--- src/include/ddr2c_map.vh ---
// Purpose: constants for the ddr2 command function block
// Assumes: 8 banks, 15-bit row, 10-bit column, 50 MHz command clock
// Notes:   latencies and recovery are plain input settings
`ifndef DDR2C_MAP_VH
`define DDR2C_MAP_VH
`define DDR2C_BANKS        8
`define DDR2C_BANK_W       3
`define DDR2C_ADDR_W       15
`define DDR2C_ROW_W        15
`define DDR2C_COL_W        10
`define DDR2C_AP_BIT       10
`define DDR2C_AL_MAX       3'h6
`define DDR2C_CNT_W        8
`define DDR2C_CMD_NOP      3'b111
`define DDR2C_CMD_ACT      3'b011
`define DDR2C_CMD_RD       3'b101
`define DDR2C_CMD_WR       3'b100
`define DDR2C_CMD_PRE      3'b010
`define DDR2C_CMD_REF      3'b001
`define DDR2C_SR_TICK_NS   7800
`define DDR2C_CLK_NS       20
`define DDR2C_SR_TICK_CYC  ((`DDR2C_SR_TICK_NS + `DDR2C_CLK_NS - 1) / `DDR2C_CLK_NS)
`define DDR2C_ROW_RST      15'h0000
`endif

--- src/logic/ddr2c_core.v ---
// Purpose: command decode and bank state of a ddr2 sdram device
// Assumes: command pins are sampled through two flops; settings are static
// Notes:   latencies come from setting inputs, no mode register decode here
// Overview of operation
// RULE1 - controller waits termination turn-off delay before changing termination setting.
// RULE2 - controller holds termination low through whole mode-update window.
// RULE3 - activate decodes cs, ras low; bank and row latched; needed before access.
// RULE4 - read or write accepted clock after activate; additive latency 0 to 6.
// RULE5 - controller precharges before re-activate and spaces activates properly.
// RULE6 - controller issues at most four activates per rolling window.
// RULE7 - controller allows single precharge time plus one clock after precharge all.
// RULE8 - read decode; bank, column taken; a10 low leaves row open.
// RULE9 - write decode; bank, column taken; a10 picks auto-precharge.
// RULE10 - read with a10 high precharges row after burst ends.
// RULE11 - read auto-precharge starts additive latency plus half burst after command.
// RULE12 - write auto-precharge starts after burst plus write recovery.
// RULE13 - precharge all with a10 high idles every bank, bank bits ignored.
// RULE14 - controller turns termination off before self refresh entry.
// RULE15 - self refresh uses internal timer, dll off, stays while cke low.
// RULE16 - controller may stop clock after entry, restart before exit.
// RULE17 - controller sends only nop or deselect until exit delay passes.
// RULE18 - controller keeps cke high for whole exit period.
// RULE19 - controller issues one refresh after exit before re-entry.
// RULE20 - auto refresh with cke high uses internal address, idles banks.
// RULE21 - controller waits refresh cycle time and averages one per interval.
// RULE22 - controller posts at most eight refreshes, gap under nine intervals.
// RULE23 - cs low with ras, cas, we high is a no-operation.
// RULE24 - cs high disables decoder; treated as no-operation.
// RULE25 - read latency is additive plus cas latency; write one less.
// RULE26 - controller tracks bank state and checks timing per bank.
`timescale 1ns/1ns
`include "ddr2c_map.vh"
module ddr2c_core #(
  parameter SR_TICK_CYC = `DDR2C_SR_TICK_CYC
) (
  // clock and reset
  input  wire                        ref_clk,
  input  wire                        srst,
  // command pins, active low strobes
  input  wire                        cs_n,
  input  wire                        ras_n,
  input  wire                        cas_n,
  input  wire                        we_n,
  input  wire                        cke,
  input  wire [`DDR2C_BANK_W-1:0]    ba,
  input  wire [`DDR2C_ADDR_W-1:0]    addr,
  // latency settings
  input  wire [2:0]                  al,
  input  wire [2:0]                  cl,
  input  wire                        bl8,
  input  wire [2:0]                  wr_rec,
  // bank and mode state
  output reg  [`DDR2C_BANKS-1:0]     bank_open,
  output reg                         self_refresh,
  output reg                         dll_enabled,
  output reg                         refresh_pulse,
  output reg  [`DDR2C_ROW_W-1:0]     refresh_row,
  // column access
  output reg                         col_valid,
  output reg                         col_write,
  output reg  [`DDR2C_BANK_W-1:0]    col_bank,
  output reg  [`DDR2C_COL_W-1:0]     col_addr,
  output reg  [`DDR2C_ROW_W-1:0]     col_row,
  output reg  [3:0]                  col_latency,
  output reg                         col_error
);
  wire s_cs_n;
  wire s_ras_n;
  wire s_cas_n;
  wire s_we_n;
  wire s_cke;
  reg  [`DDR2C_BANK_W-1:0] ba_q1;
  reg  [`DDR2C_BANK_W-1:0] ba_q2;
  reg  [`DDR2C_ADDR_W-1:0] addr_q1;
  reg  [`DDR2C_ADDR_W-1:0] addr_q2;
  reg                      cke_prev;
  // pin synchronisers
  ddr2c_sync u_cs (.ref_clk(ref_clk), .srst(srst), .din(cs_n),  .dout(s_cs_n));
  ddr2c_sync u_ras (.ref_clk(ref_clk), .srst(srst), .din(ras_n), .dout(s_ras_n));
  ddr2c_sync u_cas (.ref_clk(ref_clk), .srst(srst), .din(cas_n), .dout(s_cas_n));
  ddr2c_sync u_we (.ref_clk(ref_clk), .srst(srst), .din(we_n),  .dout(s_we_n));
  ddr2c_sync u_cke (.ref_clk(ref_clk), .srst(srst), .din(cke),   .dout(s_cke));
  // buses kept in step with the strobe synchronisers
  always @(posedge ref_clk) begin
    if (srst) begin
      ba_q1    <= {`DDR2C_BANK_W{1'b0}};
      ba_q2    <= {`DDR2C_BANK_W{1'b0}};
      addr_q1  <= {`DDR2C_ADDR_W{1'b0}};
      addr_q2  <= {`DDR2C_ADDR_W{1'b0}};
      cke_prev <= 1'b1;
    end else begin
      ba_q1    <= ba;
      ba_q2    <= ba_q1;
      addr_q1  <= addr;
      addr_q2  <= addr_q1;
      cke_prev <= s_cke;
    end
  end

  // RULE23 RULE24 nop and deselect ignored
  wire [2:0] cmd = s_cs_n ? `DDR2C_CMD_NOP : {s_ras_n, s_cas_n, s_we_n};
  wire       live = !self_refresh && s_cke;
  wire       ap   = addr_q2[`DDR2C_AP_BIT];
  // RULE3 activate decode
  wire       is_act = live && cmd == `DDR2C_CMD_ACT;
  // RULE8 read decode
  wire       is_rd  = live && cmd == `DDR2C_CMD_RD;
  // RULE9 write decode
  wire       is_wr  = live && cmd == `DDR2C_CMD_WR;
  wire       is_pre = live && cmd == `DDR2C_CMD_PRE;
  // RULE20 refresh with cke high
  wire       is_ref = live && cke_prev && cmd == `DDR2C_CMD_REF;
  // RULE15 self refresh entry on cke low
  wire       is_sre = !self_refresh && cke_prev && !s_cke && cmd == `DDR2C_CMD_REF;

  // RULE25 read latency al plus cl
  wire [3:0] rd_lat = {1'b0, al} + {1'b0, cl};
  wire [3:0] wr_lat = rd_lat - 4'h1;
  wire [3:0] half_bl = bl8 ? 4'h4 : 4'h2;
  // RULE11 al plus half burst
  wire [`DDR2C_CNT_W-1:0] rd_ap_dly = {5'h00, al} + {4'h0, half_bl};
  // RULE12 burst then write recovery
  wire [`DDR2C_CNT_W-1:0] wr_ap_dly = {4'h0, wr_lat} + {4'h0, half_bl} + {5'h00, wr_rec};
  wire [`DDR2C_CNT_W-1:0] ap_dly = is_wr ? wr_ap_dly : rd_ap_dly;

  wire [`DDR2C_BANKS-1:0]              open_w;
  wire [`DDR2C_ROW_W*`DDR2C_BANKS-1:0] row_w;
  // RULE13 precharge all ignores bank bits
  wire pre_all = is_pre && ap;
  // RULE20 refresh leaves banks idle
  wire idle_all = pre_all || is_ref || is_sre;
  // one-hot bank select from the delayed bank bits
  wire [`DDR2C_BANKS-1:0] bank_hit = {{(`DDR2C_BANKS-1){1'b0}}, 1'b1} << ba_q2;
  wire [`DDR2C_BANKS-1:0] act_sel  = {`DDR2C_BANKS{is_act}} & bank_hit;
  wire [`DDR2C_BANKS-1:0] pre_sel  = {`DDR2C_BANKS{idle_all}} | ({`DDR2C_BANKS{is_pre}} & bank_hit);
  // RULE10 auto-precharge armed by a10
  wire [`DDR2C_BANKS-1:0] ap_sel   = {`DDR2C_BANKS{(is_rd || is_wr) && ap}} & bank_hit;

  // eight bank trackers; each keeps its own auto-precharge count
  ddr2c_bank u_bank0 (
    .ref_clk   (ref_clk),
    .srst      (srst),
    .act       (act_sel[0]),
    .act_row   (addr_q2),
    .pre       (pre_sel[0]),
    .ap_arm    (ap_sel[0]),
    .ap_delay  (ap_dly),
    .open      (open_w[0]),
    .row       (row_w[`DDR2C_ROW_W*0 +: `DDR2C_ROW_W]),
    .ap_pending(),
    .ap_fire   ()
  );

  ddr2c_bank u_bank1 (
    .ref_clk   (ref_clk),
    .srst      (srst),
    .act       (act_sel[1]),
    .act_row   (addr_q2),
    .pre       (pre_sel[1]),
    .ap_arm    (ap_sel[1]),
    .ap_delay  (ap_dly),
    .open      (open_w[1]),
    .row       (row_w[`DDR2C_ROW_W*1 +: `DDR2C_ROW_W]),
    .ap_pending(),
    .ap_fire   ()
  );

  ddr2c_bank u_bank2 (
    .ref_clk   (ref_clk),
    .srst      (srst),
    .act       (act_sel[2]),
    .act_row   (addr_q2),
    .pre       (pre_sel[2]),
    .ap_arm    (ap_sel[2]),
    .ap_delay  (ap_dly),
    .open      (open_w[2]),
    .row       (row_w[`DDR2C_ROW_W*2 +: `DDR2C_ROW_W]),
    .ap_pending(),
    .ap_fire   ()
  );

  ddr2c_bank u_bank3 (
    .ref_clk   (ref_clk),
    .srst      (srst),
    .act       (act_sel[3]),
    .act_row   (addr_q2),
    .pre       (pre_sel[3]),
    .ap_arm    (ap_sel[3]),
    .ap_delay  (ap_dly),
    .open      (open_w[3]),
    .row       (row_w[`DDR2C_ROW_W*3 +: `DDR2C_ROW_W]),
    .ap_pending(),
    .ap_fire   ()
  );

  ddr2c_bank u_bank4 (
    .ref_clk   (ref_clk),
    .srst      (srst),
    .act       (act_sel[4]),
    .act_row   (addr_q2),
    .pre       (pre_sel[4]),
    .ap_arm    (ap_sel[4]),
    .ap_delay  (ap_dly),
    .open      (open_w[4]),
    .row       (row_w[`DDR2C_ROW_W*4 +: `DDR2C_ROW_W]),
    .ap_pending(),
    .ap_fire   ()
  );

  ddr2c_bank u_bank5 (
    .ref_clk   (ref_clk),
    .srst      (srst),
    .act       (act_sel[5]),
    .act_row   (addr_q2),
    .pre       (pre_sel[5]),
    .ap_arm    (ap_sel[5]),
    .ap_delay  (ap_dly),
    .open      (open_w[5]),
    .row       (row_w[`DDR2C_ROW_W*5 +: `DDR2C_ROW_W]),
    .ap_pending(),
    .ap_fire   ()
  );

  ddr2c_bank u_bank6 (
    .ref_clk   (ref_clk),
    .srst      (srst),
    .act       (act_sel[6]),
    .act_row   (addr_q2),
    .pre       (pre_sel[6]),
    .ap_arm    (ap_sel[6]),
    .ap_delay  (ap_dly),
    .open      (open_w[6]),
    .row       (row_w[`DDR2C_ROW_W*6 +: `DDR2C_ROW_W]),
    .ap_pending(),
    .ap_fire   ()
  );

  ddr2c_bank u_bank7 (
    .ref_clk   (ref_clk),
    .srst      (srst),
    .act       (act_sel[7]),
    .act_row   (addr_q2),
    .pre       (pre_sel[7]),
    .ap_arm    (ap_sel[7]),
    .ap_delay  (ap_dly),
    .open      (open_w[7]),
    .row       (row_w[`DDR2C_ROW_W*7 +: `DDR2C_ROW_W]),
    .ap_pending(),
    .ap_fire   ()
  );

  wire sel_open = open_w[ba_q2];
  reg [31:0] sr_timer;
  always @(posedge ref_clk) begin
    if (srst) begin
      bank_open     <= {`DDR2C_BANKS{1'b0}};
      self_refresh  <= 1'b0;
      dll_enabled   <= 1'b1;
      refresh_pulse <= 1'b0;
      refresh_row   <= `DDR2C_ROW_RST;
      sr_timer      <= 32'h0000_0000;
      col_valid     <= 1'b0;
      col_write     <= 1'b0;
      col_bank      <= {`DDR2C_BANK_W{1'b0}};
      col_addr      <= {`DDR2C_COL_W{1'b0}};
      col_row       <= `DDR2C_ROW_RST;
      col_latency   <= 4'h0;
      col_error     <= 1'b0;
    end else begin
      bank_open     <= open_w;
      refresh_pulse <= 1'b0;
      col_valid     <= 1'b0;
      col_error     <= 1'b0;
      // RULE15 internal timer, dll off in self refresh
      if (is_sre) begin
        self_refresh <= 1'b1;
        dll_enabled  <= 1'b0;
        sr_timer     <= 32'h0000_0000;
      end else if (self_refresh) begin
        if (s_cke) begin
          self_refresh <= 1'b0;
          dll_enabled  <= 1'b1;
        end else if (sr_timer >= SR_TICK_CYC - 1) begin
          sr_timer      <= 32'h0000_0000;
          refresh_pulse <= 1'b1;
          refresh_row   <= refresh_row + 15'h0001;
        end else begin
          sr_timer <= sr_timer + 32'h0000_0001;
        end
      end
      // RULE20 internal refresh address
      if (is_ref) begin
        refresh_pulse <= 1'b1;
        refresh_row   <= refresh_row + 15'h0001;
      end
      // RULE4 column access after activate; al above six flags col_error
      if (is_rd || is_wr) begin
        col_valid   <= sel_open;
        col_error   <= !sel_open || al > `DDR2C_AL_MAX;
        col_write   <= is_wr;
        col_bank    <= ba_q2;
        col_addr    <= addr_q2[`DDR2C_COL_W-1:0];
        col_row     <= row_w[ba_q2*`DDR2C_ROW_W +: `DDR2C_ROW_W];
        col_latency <= is_wr ? wr_lat : rd_lat;
      end
    end
  end
endmodule

--- src/logic/ddr2c_sync.v ---
// Purpose: two-flop synchroniser for one pin
// Assumes: single clock domain ref_clk
// Notes:   first stage is read by the second stage only
`timescale 1ns/1ns
module ddr2c_sync (
  // clock and reset
  input  wire ref_clk,
  input  wire srst,
  // pin in, synchronised out
  input  wire din,
  output reg  dout
);
  reg meta;
  always @(posedge ref_clk) begin
    if (srst) begin
      meta <= 1'b1;
      dout <= 1'b1;
    end else begin
      meta <= din;
      dout <= meta;
    end
  end
endmodule

--- src/logic/ddr2c_bank.v ---
// Purpose: state of one bank with pending auto-precharge
// Assumes: decoded commands arrive as one-cycle pulses
// Notes:   a new activate while open is ignored; controller must precharge first
`timescale 1ns/1ns
`include "ddr2c_map.vh"
module ddr2c_bank (
  // clock and reset
  input  wire                        ref_clk,
  input  wire                        srst,
  // commands to this bank
  input  wire                        act,
  input  wire [`DDR2C_ROW_W-1:0]     act_row,
  input  wire                        pre,
  input  wire                        ap_arm,
  input  wire [`DDR2C_CNT_W-1:0]     ap_delay,
  // state
  output reg                         open,
  output reg  [`DDR2C_ROW_W-1:0]     row,
  output reg                         ap_pending,
  output reg                         ap_fire
);
  reg [`DDR2C_CNT_W-1:0] ap_cnt;
  always @(posedge ref_clk) begin
    if (srst) begin
      open       <= 1'b0;
      row        <= `DDR2C_ROW_RST;
      ap_pending <= 1'b0;
      ap_cnt     <= {`DDR2C_CNT_W{1'b0}};
      ap_fire    <= 1'b0;
    end else begin
      ap_fire <= 1'b0;
      if (ap_arm && open) begin
        ap_pending <= 1'b1;
        ap_cnt     <= ap_delay;
      end else if (ap_pending) begin
        if (ap_cnt <= 8'h01) begin
          ap_pending <= 1'b0;
          ap_fire    <= 1'b1;
        end else begin
          ap_cnt <= ap_cnt - 8'h01;
        end
      end
      if (pre || (ap_pending && ap_cnt <= 8'h01 && !(ap_arm && open))) begin
        open <= 1'b0;
        if (pre)
          ap_pending <= 1'b0;
      end else if (act && !open) begin
        open <= 1'b1;
        row  <= act_row;
      end
    end
  end
endmodule

--- config.mk ---
export PLATFORM = sky130hd
export DESIGN_NAME = ddr2c_core
export DESIGN_NICKNAME = d
export VERILOG_FILES = /design/src/logic/ddr2c_core.v /design/src/logic/ddr2c_sync.v /design/src/logic/ddr2c_bank.v
export VERILOG_INCLUDE_DIRS = /design/src /design/src/include
export SDC_FILE = /design/constraint.sdc
export NUM_CORES = 1
export LEC_CHECK = 0
export BUFFER_PORTS_ARGS = -buffer_cell sky130_fd_sc_hd__buf_2
export CORE_MARGIN = 3
export CORE_UTILIZATION = 47
export DETAILED_ROUTE_END_ITERATION = 12
export PLACE_DENSITY = 0.75
export SYNTH_ARGS = -nofsm -noshare
export SYNTH_HDL_FRONTEND = slang
export SYNTH_SLANG_ARGS = --single-unit
--- constraint.sdc ---
create_clock -name ref_clk -period 10.2 [get_ports ref_clk]
set_clock_uncertainty 0.2 [all_clocks]
set_input_delay 0.51 -clock ref_clk [delete_from_list [all_inputs] [get_ports ref_clk]]
set_output_delay 0.51 -clock ref_clk [all_outputs]
set_load 0.05 [all_outputs]
# Word level (Yosys, flattened, before mapping)
# Cells that the tools add are included.
[totals]
input_bits = 35
reg_bits = 340
[classes]
n_eq_ne = 15
addsub = 15
n_reduce_logical = 116
order_cmp = 11
n_shift = 2
bitwise = 14
n_mux = 87
n_mul = 1
[ops]
columns = ["cell", "count"]
rows = [
  ["2-to-1 mux 8 bit", 24],
  ["indexed part select 120 x 8 -> 15 bit", 1],
  ["2-to-1 mux 15 bit", 5],
  ["<= comparator 8 x 1 -> 1 bit (second input constant)", 8],
  ["subtractor 8 x 1 -> 8 bit (second input constant)", 8],
  ["2-to-1 mux 1 bit", 52],
  ["logical AND 1 bit", 44],
  ["AND reduction 2 bit", 18],
  ["adder 32 x 1 -> 32 bit (second input constant)", 1],
  ["greater-or-equal comparator 32 x 9 -> 1 bit (second input constant)", 1],
  ["2-to-1 mux 32 bit", 1],
  ["bitwise AND 8 bit", 3],
  ["nonzero test 2 bit", 12],
  ["inequality test 2 bit (second input constant)", 10],
  ["OR reduction 2 bit", 10],
  ["logical NOT 1 bit", 19],
  ["adder 15 x 1 -> 15 bit (second input constant)", 1],
  ["logical OR 1 bit", 12],
  ["inverter 1 bit", 10],
  ["adder 3 x 3 -> 4 bit", 2],
  ["OR 8 bit", 1],
  ["<< shifter 1 x 3 -> 8 bit (first input constant)", 1],
  ["multiplier 3 x 4 -> 7 bit (second input constant)", 1],
  ["adder 5 x 3 -> 6 bit", 1],
  ["other kinds (12)", 15],
]

# Longest topological paths before layout
[depth]
depth_word = 12
depth_mapped = 13
depth_no_buf = 13

# Hierarchy
# A second synthesis with hierarchy kept.
[unflattened]
hier_cells = 1738
hier_area_um2 = 16773.6
[modules_own_cells]
columns = ["mod", "instances", "area_per_inst_um2", "cells_per_inst"]
rows = [
  ["ddr2c_bank", 8, 1293.7, 136],
  ["ddr2c_core", 1, 6160.9, 630],
  ["ddr2c_sync", 5, 52.6, 4],
]

# Worst setup path after synthesis
# OpenSTA, ideal clock, no wires.
[synth_timing]
kind = "input to register"
startpoint = "input al[1]"
endpoint = "register u_bank0.ap_cnt[3]"
arrival_ns = 3.275
setup_ns = 0.140
path_stages = 12
required_time_ns = 9.860
path_slack_ns = 6.585
path_cell_list = "ha_1 > xor2_1 > inv_1 > ha_1 > fa_1 > inv_1 > ha_1 > fa_1 > xnor2_1 > nor2_1 > a21oi_1 > a211oi_1"
[synth_between]
elab_chain_cells = 6
elab_cells_between_ends = 7
[synth_rtl]
columns = ["element", "line_no", "source"]
rows = [
  ["start: declaration", "ddr2c_core.v:48", "input wire [2:0] al,"],
  ["adder 3 x 3 -> 4 bit", "ddr2c_core.v:117", "wire [3:0] rd_lat = {1'b0, al} + {1'b0, cl};"],
  ["subtractor 4 x 1 -> 4 bit", "ddr2c_core.v:118", "wire [3:0] wr_lat = rd_lat - 4'h1;"],
  ["adder 4 x 3 -> 5 bit", "ddr2c_core.v:123", "wire [`DDR2C_CNT_W-1:0] wr_ap_dly = {4'h0, wr_lat} + {4'h0, half_bl} + {5'h00, wr_rec};"],
  ["adder 5 x 3 -> 6 bit", "ddr2c_core.v:123", ""],
  ["2-to-1 mux 6 bit (*)", "ddr2c_core.v:124", "wire [`DDR2C_CNT_W-1:0] ap_dly = is_wr ? wr_ap_dly : rd_ap_dly;"],
  ["2-to-1 mux 8 bit (*)", "ddr2c_bank.v:32", "if (ap_arm && open) begin"],
  ["end signal: assignment", "ddr2c_bank.v:28", "ap_cnt <= {`DDR2C_CNT_W{1'b0}};"],
  ["end signal: assignment", "ddr2c_bank.v:34", "ap_cnt <= ap_delay;"],
  ["end signal: assignment", "ddr2c_bank.v:40", "ap_cnt <= ap_cnt - 8'h01;"],
  ["end: declaration", "ddr2c_bank.v:22", "reg [`DDR2C_CNT_W-1:0] ap_cnt;"],
]
# Mark *: on every way between the ends. The rest lies on a longest branch, timed or not.
# A chain may end at the register's enable or synchronous reset.

# Final worst setup path
[layout_timing]
startpoint = "input al[1]"
endpoint = "register u_bank1.ap_cnt[3]"
[layout_between]
elab_chain_cells = 6
elab_cells_between_ends = 7
[layout_rtl]
columns = ["element", "line_no"]
rows = [
  ["adder 3 x 3 -> 4 bit", "ddr2c_core.v:117"],
  ["subtractor 4 x 1 -> 4 bit", "ddr2c_core.v:118"],
  ["adder 4 x 3 -> 5 bit", "ddr2c_core.v:123"],
  ["adder 5 x 3 -> 6 bit", "ddr2c_core.v:123"],
  ["2-to-1 mux 6 bit (*)", "ddr2c_core.v:124"],
  ["2-to-1 mux 8 bit (*)", "ddr2c_bank.v:32"],
  ["end signal: assignment", "ddr2c_bank.v:28"],
  ["end signal: assignment", "ddr2c_bank.v:34"],
  ["end signal: assignment", "ddr2c_bank.v:40"],
  ["end: declaration", "ddr2c_bank.v:22"],
]
# Marked as above.

==> reports/metrics.cfg <==
[place]
dp.final_hpwl_mm=21.8
numPortBuffers=95
place.gp.congestion=0.862
dp_slack_ns=5.96

[synth]
synthesis.instances=1567
synth_seq_area_share_pct=45.4
synth_edf_count=0
netlist_top_cells_area=dfxtp_1 (45%), mux2i_1 (9.5%), nor2_1 (6.0%)
async_reset_ff_share_pct=0
syn_area_um2=15000
avgSynthCellArea_um2=9.57
yosys_most_used_dff=dfxtp_1
yosys_warnings=0
yosys-top-cells-count=dfxtp_1 (340), nor2_1 (241), mux2i_1 (143)
ys_seq_elements=340
synth_nets=1636
synth_largest_area_cell=dfxtp_1
netlist-cell-type-count=70
synth_top_area_share_pct=45.4
synth.most_common_cell=dfxtp_1

[power]
leakagePower_nw=7.03
power.density_nw_per_um2=166
peakVddDrop_v=0.000101
finalPower_mw=2.82

[clocking]
clk_latency_ns=0.51
cts_tree=built
htree_num_levels=2
cts_resized=0
postCtsSetupBuffers=0
cts.sinks=340
cts_buffer_depth=3
numCtsBuffers=37
root_buffer=clkbuf_16
clk_pin_slew_ns=0.06

[routing]
drc_errors=0
drt.antenna.violating_nets=0
dr.first_iter.drc_count=793
vias=11500
wire_per_inst_um=16.8
vias_per_cell=5.66
wl_mm=34.4
dr.pass1.iters=5

[global_route]
grt_pass1_vias=11200
antenna_found_initial=0
gr-total-overflow=0
grt_pass1_wl_mm=56.7
grt_max_degree=106
grt_usage_pct=20.1

[timing]
worst_slack_ns=6.37
tns_ns=0
timing.hold.ws_ns=0.0137
hold_viol=0
drv_slew=0
rsz0062_at_grt=false
slew_headroom_pct=17.2
finalSetupViolCount=0
finalCritPeriodShare_pct=37.5
max_freq_ghz=0.261
finalCriticalPeriod_ns=3.83
tightest_slew_ns=1.23

[floorplanning]
die_w_um=185
coreArea_um2=31000
initial_core_util_pct=48.4
rows=64
die_area_um2=34100
ios=96
dieHeight_um=185

[worst_hold_path]
hold_start=addr[8]
hold_end=addr_q1[8]$_SDFF_PP0_
holdCritPathClass=input port to register
holdPathStages=2

[setup_path]
regToRegSetupSlack_ns=6.98
worst_r2r_startpoint=u_cke.dout$_SDFF_PP1_
crit_arrival_ns=3.98
rr_endpoint=u_bank3.row[6]$_SDFFE_PP0P_
worstPathMaxFanout=8
critPathCaptureType=register
rr_worst_depth=5
cp.required_ns=10.35
path_class=input port to register
start_kind=input port

[layout]
fillers=2710
final_util_pct=54.8
n_antenna_cell=0
drive_gt1_share_pct=13.7
area.growth.synth_to_final_pct=13.2
nNetsFinal=1686

[status]
outcome=finished, final reports clean

[flow_run]
cap_violations=0

-- layout by cell type (no fill, tap or decap), types with 13 or more instances in the layout --
cell / instances
nor3_1: 55
a21oi_1: 62
nor2_1: 241
o21ai_0: 18
a31oi_1: 13
nand4_1: 15
mux4_2: 30
ha_1: 30
o31ai_1: 15
xnor2_1: 50
dfxtp_1: 337
dlygate4sd3_1: 16
mux2i_1: 143
buf_2: 94
or2_2: 13
nor2b_1: 49
or4_1: 27
a211oi_1: 48
nand3_1: 20
xor2_1: 19
nor4_1: 21
and3_1: 20
nand2_1: 80
inv_1: 38
clkbuf_16: 37
-- worst max-delay path by stage --
stage	cells after the start	slack, ns	end	start
floorplan	12	6.59	u_bank0.ap_cnt[3]$_SDFFE_PP0P_	al[1]
global placement	13	6.05	u_bank0.ap_cnt[3]$_SDFFE_PP0P_	al[1]
detailed placement	12	5.96	u_bank3.ap_cnt[2]$_SDFFE_PP0P_	al[1]
CTS	13	6.47	u_bank1.ap_cnt[3]$_SDFFE_PP0P_	al[1]
global route	13	6.24	u_bank5.ap_cnt[3]$_SDFFE_PP0P_	al[1]
finish	13	6.37	u_bank1.ap_cnt[3]$_SDFFE_PP0P_	al[1]
-- stage by stage --
| step | instance area [um^2] | instances |
|---|---|---|
| after floorplan | 15000 | 1567 |
| after global placement | 15600 | 1958 |
| after detailed placement | 15600 | 1958 |
| after CTS | 17000 | 2038 |
| after global routing | 17000 | 2040 |
| final | 17000 | 2040 |
-- kinds of logic after synthesis --
family / Yosys count / synth area share (%)
XOR/XNOR: 69 / 4.03
flip-flops: 340 / 45.4
AO/OA/AOI/OAI: 224 / 10.5
AND/OR/NAND/NOR: 579 / 18.8
buffers and inverters: 146 / 4.14
adder cells (fa/ha/maj): 34 / 3.04
multiplexers: 175 / 14.2
-- where the power goes --
group	switching, mW	internal [mW]
Combinational	0.0710	0.0419
Sequential	0.00982	1.34
Clock	0.527	0.828
Total	0.608	2.21
-- sequential cells by signal, indices dropped and copies added (netlist names), 10 cells and up --
name,count
sr_timer,32
addr_q1,15
addr_q2,15
col_row,15
refresh_row,15
u_bank0.row,15
u_bank1.row,15
u_bank2.row,15
u_bank3.row,15
u_bank4.row,15
u_bank5.row,15
u_bank6.row,15
u_bank7.row,15
col_addr,10
-- repair_timing --
item | in CTS | in global routing
hold buffers | 14 | 2
hold endpoints to repair | 14 | 2
setup endpoints to repair | 0 | 0
-- area by class of cell --
cell class | count | area [um^2] | area share, %
Sequential cell | 340 | 6810 | 40.1
Tap cell | 396 | 495 | 2.92
Clock inverter | 16 | 190 | 1.12
Inverter | 38 | 143 | 0.840
Multi-Input combinational cell | 1081 | 7590 | 44.7
Timing Repair Buffer | 119 | 704 | 4.15
Clock buffer | 50 | 1050 | 6.21
-- metal layers --
metal	track usage [%]	vias to the layer above	wire length, um
met4	6.45	0	995
met2	33.9	250	16500
met5	0	-	0
met1	26.2	5567	15300
li1	-	5656	-
met3	3.55	70	1620
-- critical path, stage by stage --
cell,delay (ns)
buf_2,0.11
ha_1,0.34
xor2_1,0.41
inv_1,0.09
ha_1,0.34
fa_1,0.52
inv_1,0.04
ha_1,0.21
fa_1,0.38
xnor2_1,0.16
nor2_1,0.06
a21oi_1,0.64
a211oi_1,0.17
Note: power is estimated with default switching activity, not from simulation.
